==> src/hdl/pmbc_pkg.sv <==
/*
 Package for the processor memory bus control block: APB register map,
 field positions, reset values, timing counts and the carried structs.
 Assumes a 250 MHz pclk.
*/
package pmbc_pkg;

	localparam int unsigned CLK_MHZ       = 250;
	localparam int unsigned TIMEOUT_US    = 100;
	localparam int unsigned TIMEOUT_CYC   = TIMEOUT_US * CLK_MHZ;
	localparam int unsigned EXEC_DLY_NS   = 8;
	localparam int unsigned USER_DLY_NS   = 40;
	localparam logic [7:0]  EXEC_DLY_CYC  = 8'(EXEC_DLY_NS * CLK_MHZ / 1000);
	localparam logic [7:0]  USER_DLY_CYC  = 8'(USER_DLY_NS * CLK_MHZ / 1000);

	// Register byte offsets
	localparam logic [7:0] OFS_CTRL   = 8'h00;
	localparam logic [7:0] OFS_CMD    = 8'h04;
	localparam logic [7:0] OFS_ADDR   = 8'h08;
	localparam logic [7:0] OFS_WDATA  = 8'h0C;
	localparam logic [7:0] OFS_WDATAH = 8'h10;
	localparam logic [7:0] OFS_BUF    = 8'h14;
	localparam logic [7:0] OFS_BUFH   = 8'h18;
	localparam logic [7:0] OFS_IND    = 8'h1C;
	localparam logic [7:0] OFS_INDH   = 8'h20;
	localparam logic [7:0] OFS_STAT   = 8'h24;
	localparam logic [7:0] OFS_SWADDR = 8'h28;
	localparam logic [7:0] OFS_LIMIT  = 8'h2C;

	// CTRL fields
	localparam int CTL_USER    = 0;
	localparam int CTL_ASTOP   = 1;
	localparam int CTL_MDIS    = 2;
	localparam int CTL_NOSPLIT = 3;
	localparam int CTL_W       = 4;
	localparam logic [CTL_W-1:0] CTRL_RST = 4'h0;

	// CMD fields (write-one pulses)
	localparam int CMD_READ    = 0;
	localparam int CMD_WRITE   = 1;
	localparam int CMD_FETCH   = 2;
	localparam int CMD_STORE   = 3;
	localparam int CMD_INDEX   = 4;
	localparam int CMD_MSTOP   = 5;
	localparam int CMD_MCONT   = 6;
	localparam int CMD_OTHER   = 7;
	localparam int CMD_ATSTEP  = 8;
	localparam int CMD_NEXT    = 9;
	localparam int CMD_RESET   = 10;
	localparam int CMD_CLRERR  = 11;

	// STAT fields
	localparam int ST_RD    = 0;
	localparam int ST_WR    = 1;
	localparam int ST_RQ    = 2;
	localparam int ST_STOP  = 3;
	localparam int ST_SPLIT = 4;
	localparam int ST_SSYNC = 5;
	localparam int ST_NXM   = 6;
	localparam int ST_ILL   = 7;
	localparam int ST_DONE  = 8;
	localparam int ST_PEND  = 9;

	localparam logic [17:0] ADDR_RST  = 18'h00000;
	localparam logic [7:0]  LIMIT_RST = 8'hFF;

	typedef struct packed {
		logic        rq;
		logic        rd;
		logic        wr;
		logic [17:0] addr;
	} pmbc_req_t;

	typedef struct packed {
		logic        strobe;
		logic [35:0] data;
	} pmbc_data_t;

	typedef enum logic [1:0] {
		PMBC_IDLE  = 2'b00,
		PMBC_DELAY = 2'b01,
		PMBC_WAIT  = 2'b10
	} pmbc_state_t;

endpackage

==> src/hdl/pmbc_ctrl.sv <==
/*
 Processor memory bus control: request flags, acknowledge and restart
 handling, stop and split-cycle sync, nonexistent-memory timeout and the
 console indicator latch, with an APB register slave.
 Assumes memory answers with one-cycle acknowledge and read restart
 pulses on the bus side, synchronous to pclk.
*/
// Our own choices: register access over APB and the address map.
`timescale 1ns/10ps

// Summary of operation
// Write drives bus data bits only where the buffer holds ones.
// Read enables receive; each arriving data pulse sets its buffer bit.
// Completion at the switch address reloads the indicator latch from buffer.
// Write timeout completion also reloads the latch at the switch address.
// Examine/deposit next loads the latch on the subroutine return pulse.
// Read, write and combined read/write; combined only when not split.
// Every request raises a general request; read types clear the buffer. Code raises it only while idle.
// Write-back restart comes from store step, or indexing subroutine.
// Read sets read clears write; write opposite; read/write sets both.
// Requests clear stop, set request flag after mode-dependent delay.
// User address over limit aborts to final step and interrupts.
// Bus request only when request flag and read or write flag set.
// Memory stop key or address-match stop sets stop on delayed request.
// Acknowledge clears request; for write also restarts, drives, returns.
// Read waits for memory read restart; the restart clears read flag.
// With stop set restarts give no return; continue key gives it.
// Read/write second half: own restart writes, drives data, returns.
// 100 us without requests while requested raises nonexistent error.
// Unless disabled, timeout simulates acknowledge; reads get extra return.
// Address-cycle step sets split sync when a stop option is active.
// Maintenance switch overrides setting of the split sync flag.
// Read/write sets stop sync; other restart sends write restart.
// Reset clears read, write, request, stop and sync flags.
module pmbc_ctrl
	import pmbc_pkg::*;
#(
	parameter int unsigned TIMEOUT = TIMEOUT_CYC
) (
	// Clock and reset
	input  wire logic        pclk,
	input  wire logic        presetn,
	// APB slave
	input  wire logic        psel,
	input  wire logic        penable,
	input  wire logic        pwrite,
	input  wire logic [7:0]  paddr,
	input  wire logic [31:0] pwdata,
	output logic [31:0]      prdata,
	output logic             pready,
	output logic             pslverr,
	// Memory bus
	output pmbc_req_t        mem_req,
	output pmbc_data_t       mem_wdata,
	output logic             mem_wr_restart,
	output logic             mem_rd_enable,
	input  wire logic        mem_ack,
	input  wire logic        mem_rd_restart,
	input  wire pmbc_data_t  mem_rdata,
	// Processor sequence
	output logic             ret_pulse,
	output logic             illegal_pulse,
	output logic             nxm_pulse,
	output logic [35:0]      indicator
);

	logic [CTL_W-1:0] ctrl;
	logic [17:0]      addr;
	logic [17:0]      sw_addr;
	logic [7:0]       limit;
	logic [35:0]      wdata;
	logic [35:0]      membuf;
	logic [35:0]      ind;
	logic             rd_f, wr_f, rq_f, stop_f, split_f, ssync_f;
	logic             nxm_f, ill_f, done_f, pend_rw, next_f;
	pmbc_state_t      state;
	logic [7:0]       dly;
	logic [$clog2(TIMEOUT+1)-1:0] tmo;
	logic             ret_q, wrr_q, ill_q, nxm_q;
	logic [31:0]      rdata_q;
	logic             pready_q;

	// APB decode
	wire        acc     = psel & penable & ~pready_q;
	// Writes commit at the edge where the master sees pready
	wire        wr_acc  = psel & penable & pready_q & pwrite;
	wire        hit_ctl = paddr == OFS_CTRL;
	wire        hit_cmd = paddr == OFS_CMD;
	wire [11:0] cmd     = (wr_acc & hit_cmd) ? pwdata[11:0] : 12'h000;
	wire        mapped  = paddr inside {OFS_CTRL, OFS_CMD, OFS_ADDR,
		OFS_WDATA, OFS_WDATAH, OFS_BUF, OFS_BUFH, OFS_IND, OFS_INDH,
		OFS_STAT, OFS_SWADDR, OFS_LIMIT};

	wire idle     = state == PMBC_IDLE && !rq_f;
	wire user     = ctrl[CTL_USER];
	wire do_split = split_f;
	// combined access only unsplit; split issues separate ones
	wire req_rd   = cmd[CMD_READ] | (cmd[CMD_FETCH] & do_split);
	// Write-back step of a pending fetch-and-pause
	wire wb_step  = (cmd[CMD_STORE] | cmd[CMD_INDEX]) & pend_rw;
	wire req_wr   = cmd[CMD_WRITE] | (wb_step & do_split);
	wire req_rw   = cmd[CMD_FETCH] & ~do_split;
	// general request
	wire gen_req  = (req_rd | req_wr | req_rw) & idle;
	wire dly_end  = state == PMBC_DELAY && dly == 8'h00;
	wire over     = user & (addr[17:10] > limit);
	wire amatch   = addr == sw_addr;
	// restart from store step or indexing subroutine
	wire rw_rst   = wb_step & ~do_split;
	wire tmo_hit  = rq_f & tmo == '0 & ~stop_f & state == PMBC_WAIT;
	wire sim_ack  = tmo_hit & ~ctrl[CTL_MDIS];
	wire ack      = (mem_ack & rq_f) | sim_ack;
	// write acknowledge restarts; R17 own read/write restart
	wire wr_done  = (ack & wr_f & ~rd_f) | rw_rst;
	wire rd_done  = (mem_rd_restart & rd_f & ~rq_f) | (sim_ack & rd_f);
	// stop blocks memory restarts from returning
	wire ret_now  = ((wr_done | rd_done) & ~stop_f) | cmd[CMD_MCONT];
	// abandoned read/write finishes by write restart
	wire kt_wrr   = cmd[CMD_OTHER] & ssync_f;

	always_ff @(posedge pclk or negedge presetn) begin
		if (!presetn) begin
			ctrl    <= CTRL_RST;
			addr    <= ADDR_RST;
			sw_addr <= ADDR_RST;
			limit   <= LIMIT_RST;
			wdata   <= '0;
		end else if (wr_acc) begin
			if (hit_ctl)
				ctrl <= pwdata[CTL_W-1:0];
			if (paddr == OFS_ADDR && idle)
				addr <= pwdata[17:0];
			if (paddr == OFS_SWADDR)
				sw_addr <= pwdata[17:0];
			if (paddr == OFS_LIMIT)
				limit <= pwdata[7:0];
			if (paddr == OFS_WDATA)
				wdata[31:0] <= pwdata;
			if (paddr == OFS_WDATAH)
				wdata[35:32] <= pwdata[3:0];
		end
	end

	// Request flags
	always_ff @(posedge pclk or negedge presetn) begin
		if (!presetn) begin
			rd_f <= 1'b0;
			wr_f <= 1'b0;
			rq_f <= 1'b0;
			stop_f <= 1'b0;
			ssync_f <= 1'b0;
			split_f <= 1'b0;
			pend_rw <= 1'b0;
			state <= PMBC_IDLE;
			dly <= 8'h00;
		end else if (cmd[CMD_RESET]) begin
			rd_f <= 1'b0;
			wr_f <= 1'b0;
			rq_f <= 1'b0;
			stop_f <= 1'b0;
			ssync_f <= 1'b0;
			split_f <= 1'b0;
			pend_rw <= 1'b0;
			state <= PMBC_IDLE;
		end else begin
			if (gen_req) begin
				rd_f <= req_rd | req_rw;
				wr_f <= req_wr | req_rw;
				stop_f <= 1'b0;
				state <= PMBC_DELAY;
				dly <= user ? USER_DLY_CYC : EXEC_DLY_CYC;
				if (req_rw)
					ssync_f <= 1'b1;
				// Split fetch also leaves a write-back pending
				if (cmd[CMD_FETCH])
					pend_rw <= 1'b1;
			end else if (state == PMBC_DELAY) begin
				dly <= dly - 8'h01;
				if (dly_end) begin
					rq_f <= ~over;
					state <= over ? PMBC_IDLE : PMBC_WAIT;

					if (cmd[CMD_MSTOP] | (ctrl[CTL_ASTOP] & amatch))
						stop_f <= 1'b1;
				end
			end
			if (ack)
				rq_f <= 1'b0;
			if (rd_done)
				rd_f <= 1'b0;
			// Write-back step or other restart ends the pending write-back and stop sync
			if (wb_step | kt_wrr) begin
				pend_rw <= 1'b0;
				ssync_f <= 1'b0;
			end
			if (rw_rst | kt_wrr)
				wr_f <= 1'b0;
			if (ret_now && state == PMBC_WAIT) begin
				state <= PMBC_IDLE;
				if (!rd_f)
					wr_f <= 1'b0;
			end

			if (cmd[CMD_ATSTEP])
				split_f <= (cmd[CMD_MSTOP] | ctrl[CTL_ASTOP]) &
					~ctrl[CTL_NOSPLIT];
		end
	end

	// request watchdog, rearmed by every general request
	always_ff @(posedge pclk or negedge presetn) begin
		if (!presetn)
			tmo <= '0;
		else if (gen_req)
			tmo <= ($bits(tmo))'(TIMEOUT);
		else if (tmo != '0)
			tmo <= tmo - 1'b1;
	end

	// Buffer, latch and sticky status
	always_ff @(posedge pclk or negedge presetn) begin
		if (!presetn) begin
			membuf <= '0;
			ind <= '0;
			nxm_f <= 1'b0;
			ill_f <= 1'b0;
			done_f <= 1'b0;
			next_f <= 1'b0;
		end else begin
			if (gen_req && (req_rd || req_rw))
				membuf <= '0;
			else if (mem_rd_enable && mem_rdata.strobe)
				membuf <= membuf | mem_rdata.data;
			else if (gen_req && cmd[CMD_WRITE])
				membuf <= wdata;
			// real or timed-out completion at switch address
			if ((wr_done | rd_done) & amatch)
				ind <= membuf;
			else if (ret_now & next_f)
				ind <= membuf;
			if (cmd[CMD_NEXT])
				next_f <= 1'b1;
			else if (ret_now)
				next_f <= 1'b0;
			// Set wins over software clear
			nxm_f <= tmo_hit | (nxm_f & ~cmd[CMD_CLRERR]);
			ill_f <= (dly_end & over) | (ill_f & ~cmd[CMD_CLRERR]);
			done_f <= ret_now | (done_f & ~gen_req);
		end
	end

	// Registered bus and sequence outputs
	always_ff @(posedge pclk or negedge presetn) begin
		if (!presetn) begin
			mem_req <= '0;
			mem_wdata <= '0;
			mem_wr_restart <= 1'b0;
			mem_rd_enable <= 1'b0;
			ret_q <= 1'b0;
			wrr_q <= 1'b0;
			ill_q <= 1'b0;
			nxm_q <= 1'b0;
		end else begin
			mem_req.rq <= rq_f & (rd_f | wr_f) & ~ack;
			mem_req.rd <= rd_f;
			mem_req.wr <= wr_f;
			mem_req.addr <= addr;
			mem_rd_enable <= rd_f;
			wrr_q <= wr_done | kt_wrr;
			mem_wr_restart <= wr_done | kt_wrr;
			mem_wdata.strobe <= wr_done;
			mem_wdata.data <= wr_done ? membuf : '0;
			ret_q <= ret_now;
			ill_q <= dly_end & over;
			nxm_q <= tmo_hit;
		end
	end

	assign ret_pulse     = ret_q;
	assign illegal_pulse = ill_q;
	assign nxm_pulse     = nxm_q;
	assign indicator     = ind;

	// APB read mux
	wire [31:0] stat = {22'h0, pend_rw, done_f, ill_f, nxm_f, ssync_f,
		split_f, stop_f, rq_f, wr_f, rd_f};
	wire [31:0] rmux =
		paddr == OFS_CTRL   ? {28'h0, ctrl} :
		paddr == OFS_ADDR   ? {14'h0, addr} :
		paddr == OFS_WDATA  ? wdata[31:0] :
		paddr == OFS_WDATAH ? {28'h0, wdata[35:32]} :
		paddr == OFS_BUF    ? membuf[31:0] :
		paddr == OFS_BUFH   ? {28'h0, membuf[35:32]} :
		paddr == OFS_IND    ? ind[31:0] :
		paddr == OFS_INDH   ? {28'h0, ind[35:32]} :
		paddr == OFS_STAT   ? stat :
		paddr == OFS_SWADDR ? {14'h0, sw_addr} :
		paddr == OFS_LIMIT  ? {24'h0, limit} : 32'h0;

	always_ff @(posedge pclk or negedge presetn) begin
		if (!presetn) begin
			pready_q <= 1'b0;
			rdata_q <= '0;
			pslverr <= 1'b0;
		end else begin
			pready_q <= psel & penable & ~pready_q;
			rdata_q <= acc & ~pwrite ? rmux : 32'h0;
			pslverr <= acc & ~mapped;
		end
	end

	assign pready = pready_q;
	assign prdata = rdata_q;

endmodule

==> config.mk <==
export PLATFORM = sky130hd
export DESIGN_NAME = pmbc_ctrl
export DESIGN_NICKNAME = d
export VERILOG_FILES = /design/src/hdl/pmbc_pkg.sv /design/src/hdl/pmbc_ctrl.sv
export SDC_FILE = /design/constraint.sdc
export NUM_CORES = 1
export LEC_CHECK = 0
export ABC_AREA = 0
export BUFFER_PORTS_ARGS = -buffer_cell sky130_fd_sc_hd__buf_4
export CAP_MARGIN = 20
export CORE_UTILIZATION = 38
export DETAILED_ROUTE_END_ITERATION = 7
export PLACE_DENSITY = 0.64
export SLEW_MARGIN = 25
export SYNTH_ARGS = -nofsm -noshare
export SYNTH_HDL_FRONTEND = slang
export SYNTH_SLANG_ARGS = --single-unit
==> constraint.sdc <==
create_clock -name pclk -period 3.4 [get_ports pclk]
set_input_delay 0.34 -clock pclk [delete_from_list [all_inputs] [get_ports pclk]]
set_output_delay 0.34 -clock pclk [all_outputs]
set_load 0.01 [all_outputs]
==> flow_summary_export.csv <==
group,metric,value,unit
synthesis,synthAdderAreaFrac,0.01090,
synthesis,synth_top_area_cell,"dfrtp_1",
synthesis,synthSimpleGateAreaFrac,0.1514,
floorplanning,die_w,184.3,µm
grt,grt_pass1_wl,55.59,mm
floorplanning,row_count,66,
drt,wirelength,36.77,mm
synthesis,synth_top_area_share,0.5548,
synthesis,synth_top_family_by_area,"simple AND/OR/NAND/NOR gates",
synthesis,synth_common_cells,"dfrtp_1 (280), nor2_1 (114), mux2_2 (82)",
timing,setup_viol,0,
cells_and_area,multi_input_area,0.005087,mm²
grt,grt_overflow,0,
drt,first_pass_iters,6,
synthesis,ys_seq_elements,288,
floorplanning,dieArea,0.03396,mm²
power,power_frac_comb,0.037,
synthesis,synth_most_common_cell,"dfrtp_1",
cells_and_area,antenna_cells,0,
place,placed_cells,1707,
timing,max_freq,365.7,MHz
grt,grt_max_degree,90,
drt,dr_total_vias,9343,
cts,numCtsBuffers,31,
synthesis,synth_flop_cell,"dfrtp_1",
cells_and_area,n_fill_cell,3007,
timing,tns,0,ps
cells_and_area,seq_area,0.007217,mm²
place,io_buffers,216,
floorplanning,core_area,0.03262,mm²
status,outcome,"finished clean",
timing,slew_viol_final,0,
cts,cts_tree,"built",
worst_hold_path,hold_class,"input port to flop",
grt,antenna_found_initial,1,
power,p_leak,7.653,nW
drt,drtIter0Drc,846,
timing,min_period_over_period,0.8042,
cts,clkLatencyLatePin,560,ps
synthesis,synth-xor-area-share,0.02358,
setup_path,end_kind,"flop",
synthesis,avgSynthCellArea,11.74,µm²
synthesis,mappedNetlistNets,1171,
place,place_ws,629.5,ps
drt,wl_per_cell,20.83,µm
timing,tightest_slew,972.2,ps
timing,final_hold_viol_count,0,
power,power_density,443.5,mW/mm²
power,totalPowerFinal,7.015,mW
cells_and_area,drive_above_1_share,0.3590,
synthesis,synthMuxAreaShare,0.1238,
synthesis,synthesis.instances,1076,
power,ir_worst_vdd,0.3800,mV
setup_path,crit_type,"flop to flop",
setup_path,critPathRequiredTime,3840,ps
synthesis,async_flop_share,1.000,
grt,grt_pass1_vias,9350,
cts,cts-root-buf,"clkbuf_16",
cells_and_area,area_delta_synth_final,25.26,%
cts,clock_path_buffers,3,
timing,slew_headroom,0.3503,
timing,rsz0062_at_grt,"no",
setup_path,cp_max_fo,36,
synthesis,synth_cell_type_count,67,
floorplanning,initial_utilization,0.3871,
drt,vias_per_cell,5.293,
power,swShare,0.2165,
cells_and_area,layout.nets,1395,
drt,drt_drc_violations_left,0,
job,cap_violations,0,
cts,htreeDepth,1,
power,seq_power_share,0.490,
power,p_clk_frac,0.473,
synthesis,yosys_warnings,0,
setup_path,cp.arrival,3180,ps
synthesis,synth_area,0.01263,mm²
synthesis,yosysSeqAreaShare,0.5715,
cells_and_area,fin_cells,1765,
drt,ant_nets,0,
place,place_hpwl,26.02,mm
timing,clock_skew,17.62,ps
power,p_sw,1.519,mW
timing,min_period,2734,ps
synthesis,synth_compound_gate_area_share,0.09155,
timing,worst_slack,665.7,ps
grt,grtUsageTotal,0.2158,
place,gp_congestion,0.8984,
synthesis,synth_edf_count,0,
floorplanning,io-pin-count,217,
floorplanning,die_h,184.3,µm
cts,cts_resized,0,
setup_path,worst_setup_path_start_kind,"flop",
cts,cts.sink_count,288,
cts,clkTransAtPathRegs,60,ps
power,intPower,5.497,mW
synthesis,synth_area_leaders,"dfrtp_1 (55%), mux2_2 (7.3%), mux2_4 (3.6%)",
-- area by class of cell --
cell class | instances | share of cell area
repair buffers | 245 | 0.1186
inverters | 20 | 0.004746
clock buffers | 44 | 0.05655
flip-flops and latches | 288 | 0.4562
well taps | 442 | 0.03496
clock inverters | 12 | 0.007277
multi-input cells | 714 | 0.3216
-- critical path, cell delays in order, from the launching register on --
cell and delay, ps:
dfrtp_1 450, nor4_4 400, nand4_4 200, or2_4 330, o31a_2 380, o22ai_4 150
buf_12 290, mux2_2 370
-- registers in the layout (all words and copies together), names as in the netlist, 8 cells and up --
| register | cells |
|---|---|
| mem_wdata | 37 |
| indicator | 36 |
| membuf | 36 |
| prdata | 32 |
| mem_req | 20 |
| addr | 18 |
| dly | 8 |
| tmo | 15 |
| sw_addr | 18 |
| limit | 8 |
| wdata | 36 |
-- through the flow --
step	cell area [µm²]	util	hold slack, ps
2_1_floorplan	12630	-	44.41
3_3_place_gp	14790	0.4534	408.5
3_5_place_dp	14790	0.4534	417.4
4_1_cts	15820	0.4850	6.093
5_1_grt	15820	0.4850	18.24
6_report	15820	0.4850	17.99
-- logic make-up after synthesis --
kind of cell | count (synthesis)
and+or+nand+nor | 368
AOI/OAI and AO/OA | 175
xor gates and xnor gates | 34
buffers and inverters | 74
adders and majority gates | 11
muxes | 126
DFF | 288
-- metal layers --
metal	part of all wire	wire, µm	GRT usage
met3	0.070	2576	0.03734
met5	0.00033	12	0
met1	0.43	15820	0.2888
met4	0.028	1039	0.06633
met2	0.47	17320	0.3565
-- power by group through the flow --
stage               registers (mW)  clock network [mW]  logic [mW]
floorplan                     3.50                   0      0.0541
global placement              3.50                   0       0.256
global route                  3.44                3.53       0.283
finish                        3.44                3.32       0.257
CTS                           3.44                3.39       0.260
detailed placement            3.50                   0       0.259
-- worst paths after layout --
kind                             from            to  slack, ps  depth (start not counted)
setup / recovery               tmo[2]  indicator[4]        670                          7
hold / removal             pwdata[28]     wdata[28]         20                          2
setup reg to reg               tmo[2]  indicator[4]        670                          7
hold reg to reg               addr[2]    mem_req[2]        450                          0
max in group asynchronous     presetn    prdata[14]       1950                          3
min in group asynchronous     presetn       tmo[12]        380                          2
-- layout by cell type (no fill, tap or decap), types with 6 or more instances in the layout --
cell and count:
a222oi_1 22, xor2_1 11, nand3_1 9, ha_1 11, a22oi_1 10, clkbuf_16 31
dfstp_2 8, o21ai_0 30, nand2_1 62, a21oi_1 70, dfrtp_1 280, inv_1 20
nor3_1 50, and3_1 6, buf_4 240, a221oi_1 9, mux2i_1 10, clkinv_2 8
clkbuf_8 7, nand4_1 6, nor2_1 111, clkbuf_1 6, and2_1 36, mux2_2 82
mux2_4 30, xnor2_1 23, or2_2 37
-- what timing repair did --
item,in CTS,in global routing
endpoints found under the hold margin,85,0
setup buffers,0,0
hold buffers,2,0
endpoints found under the setup margin,0,0
Note: power is estimated with default switching activity, not from simulation.
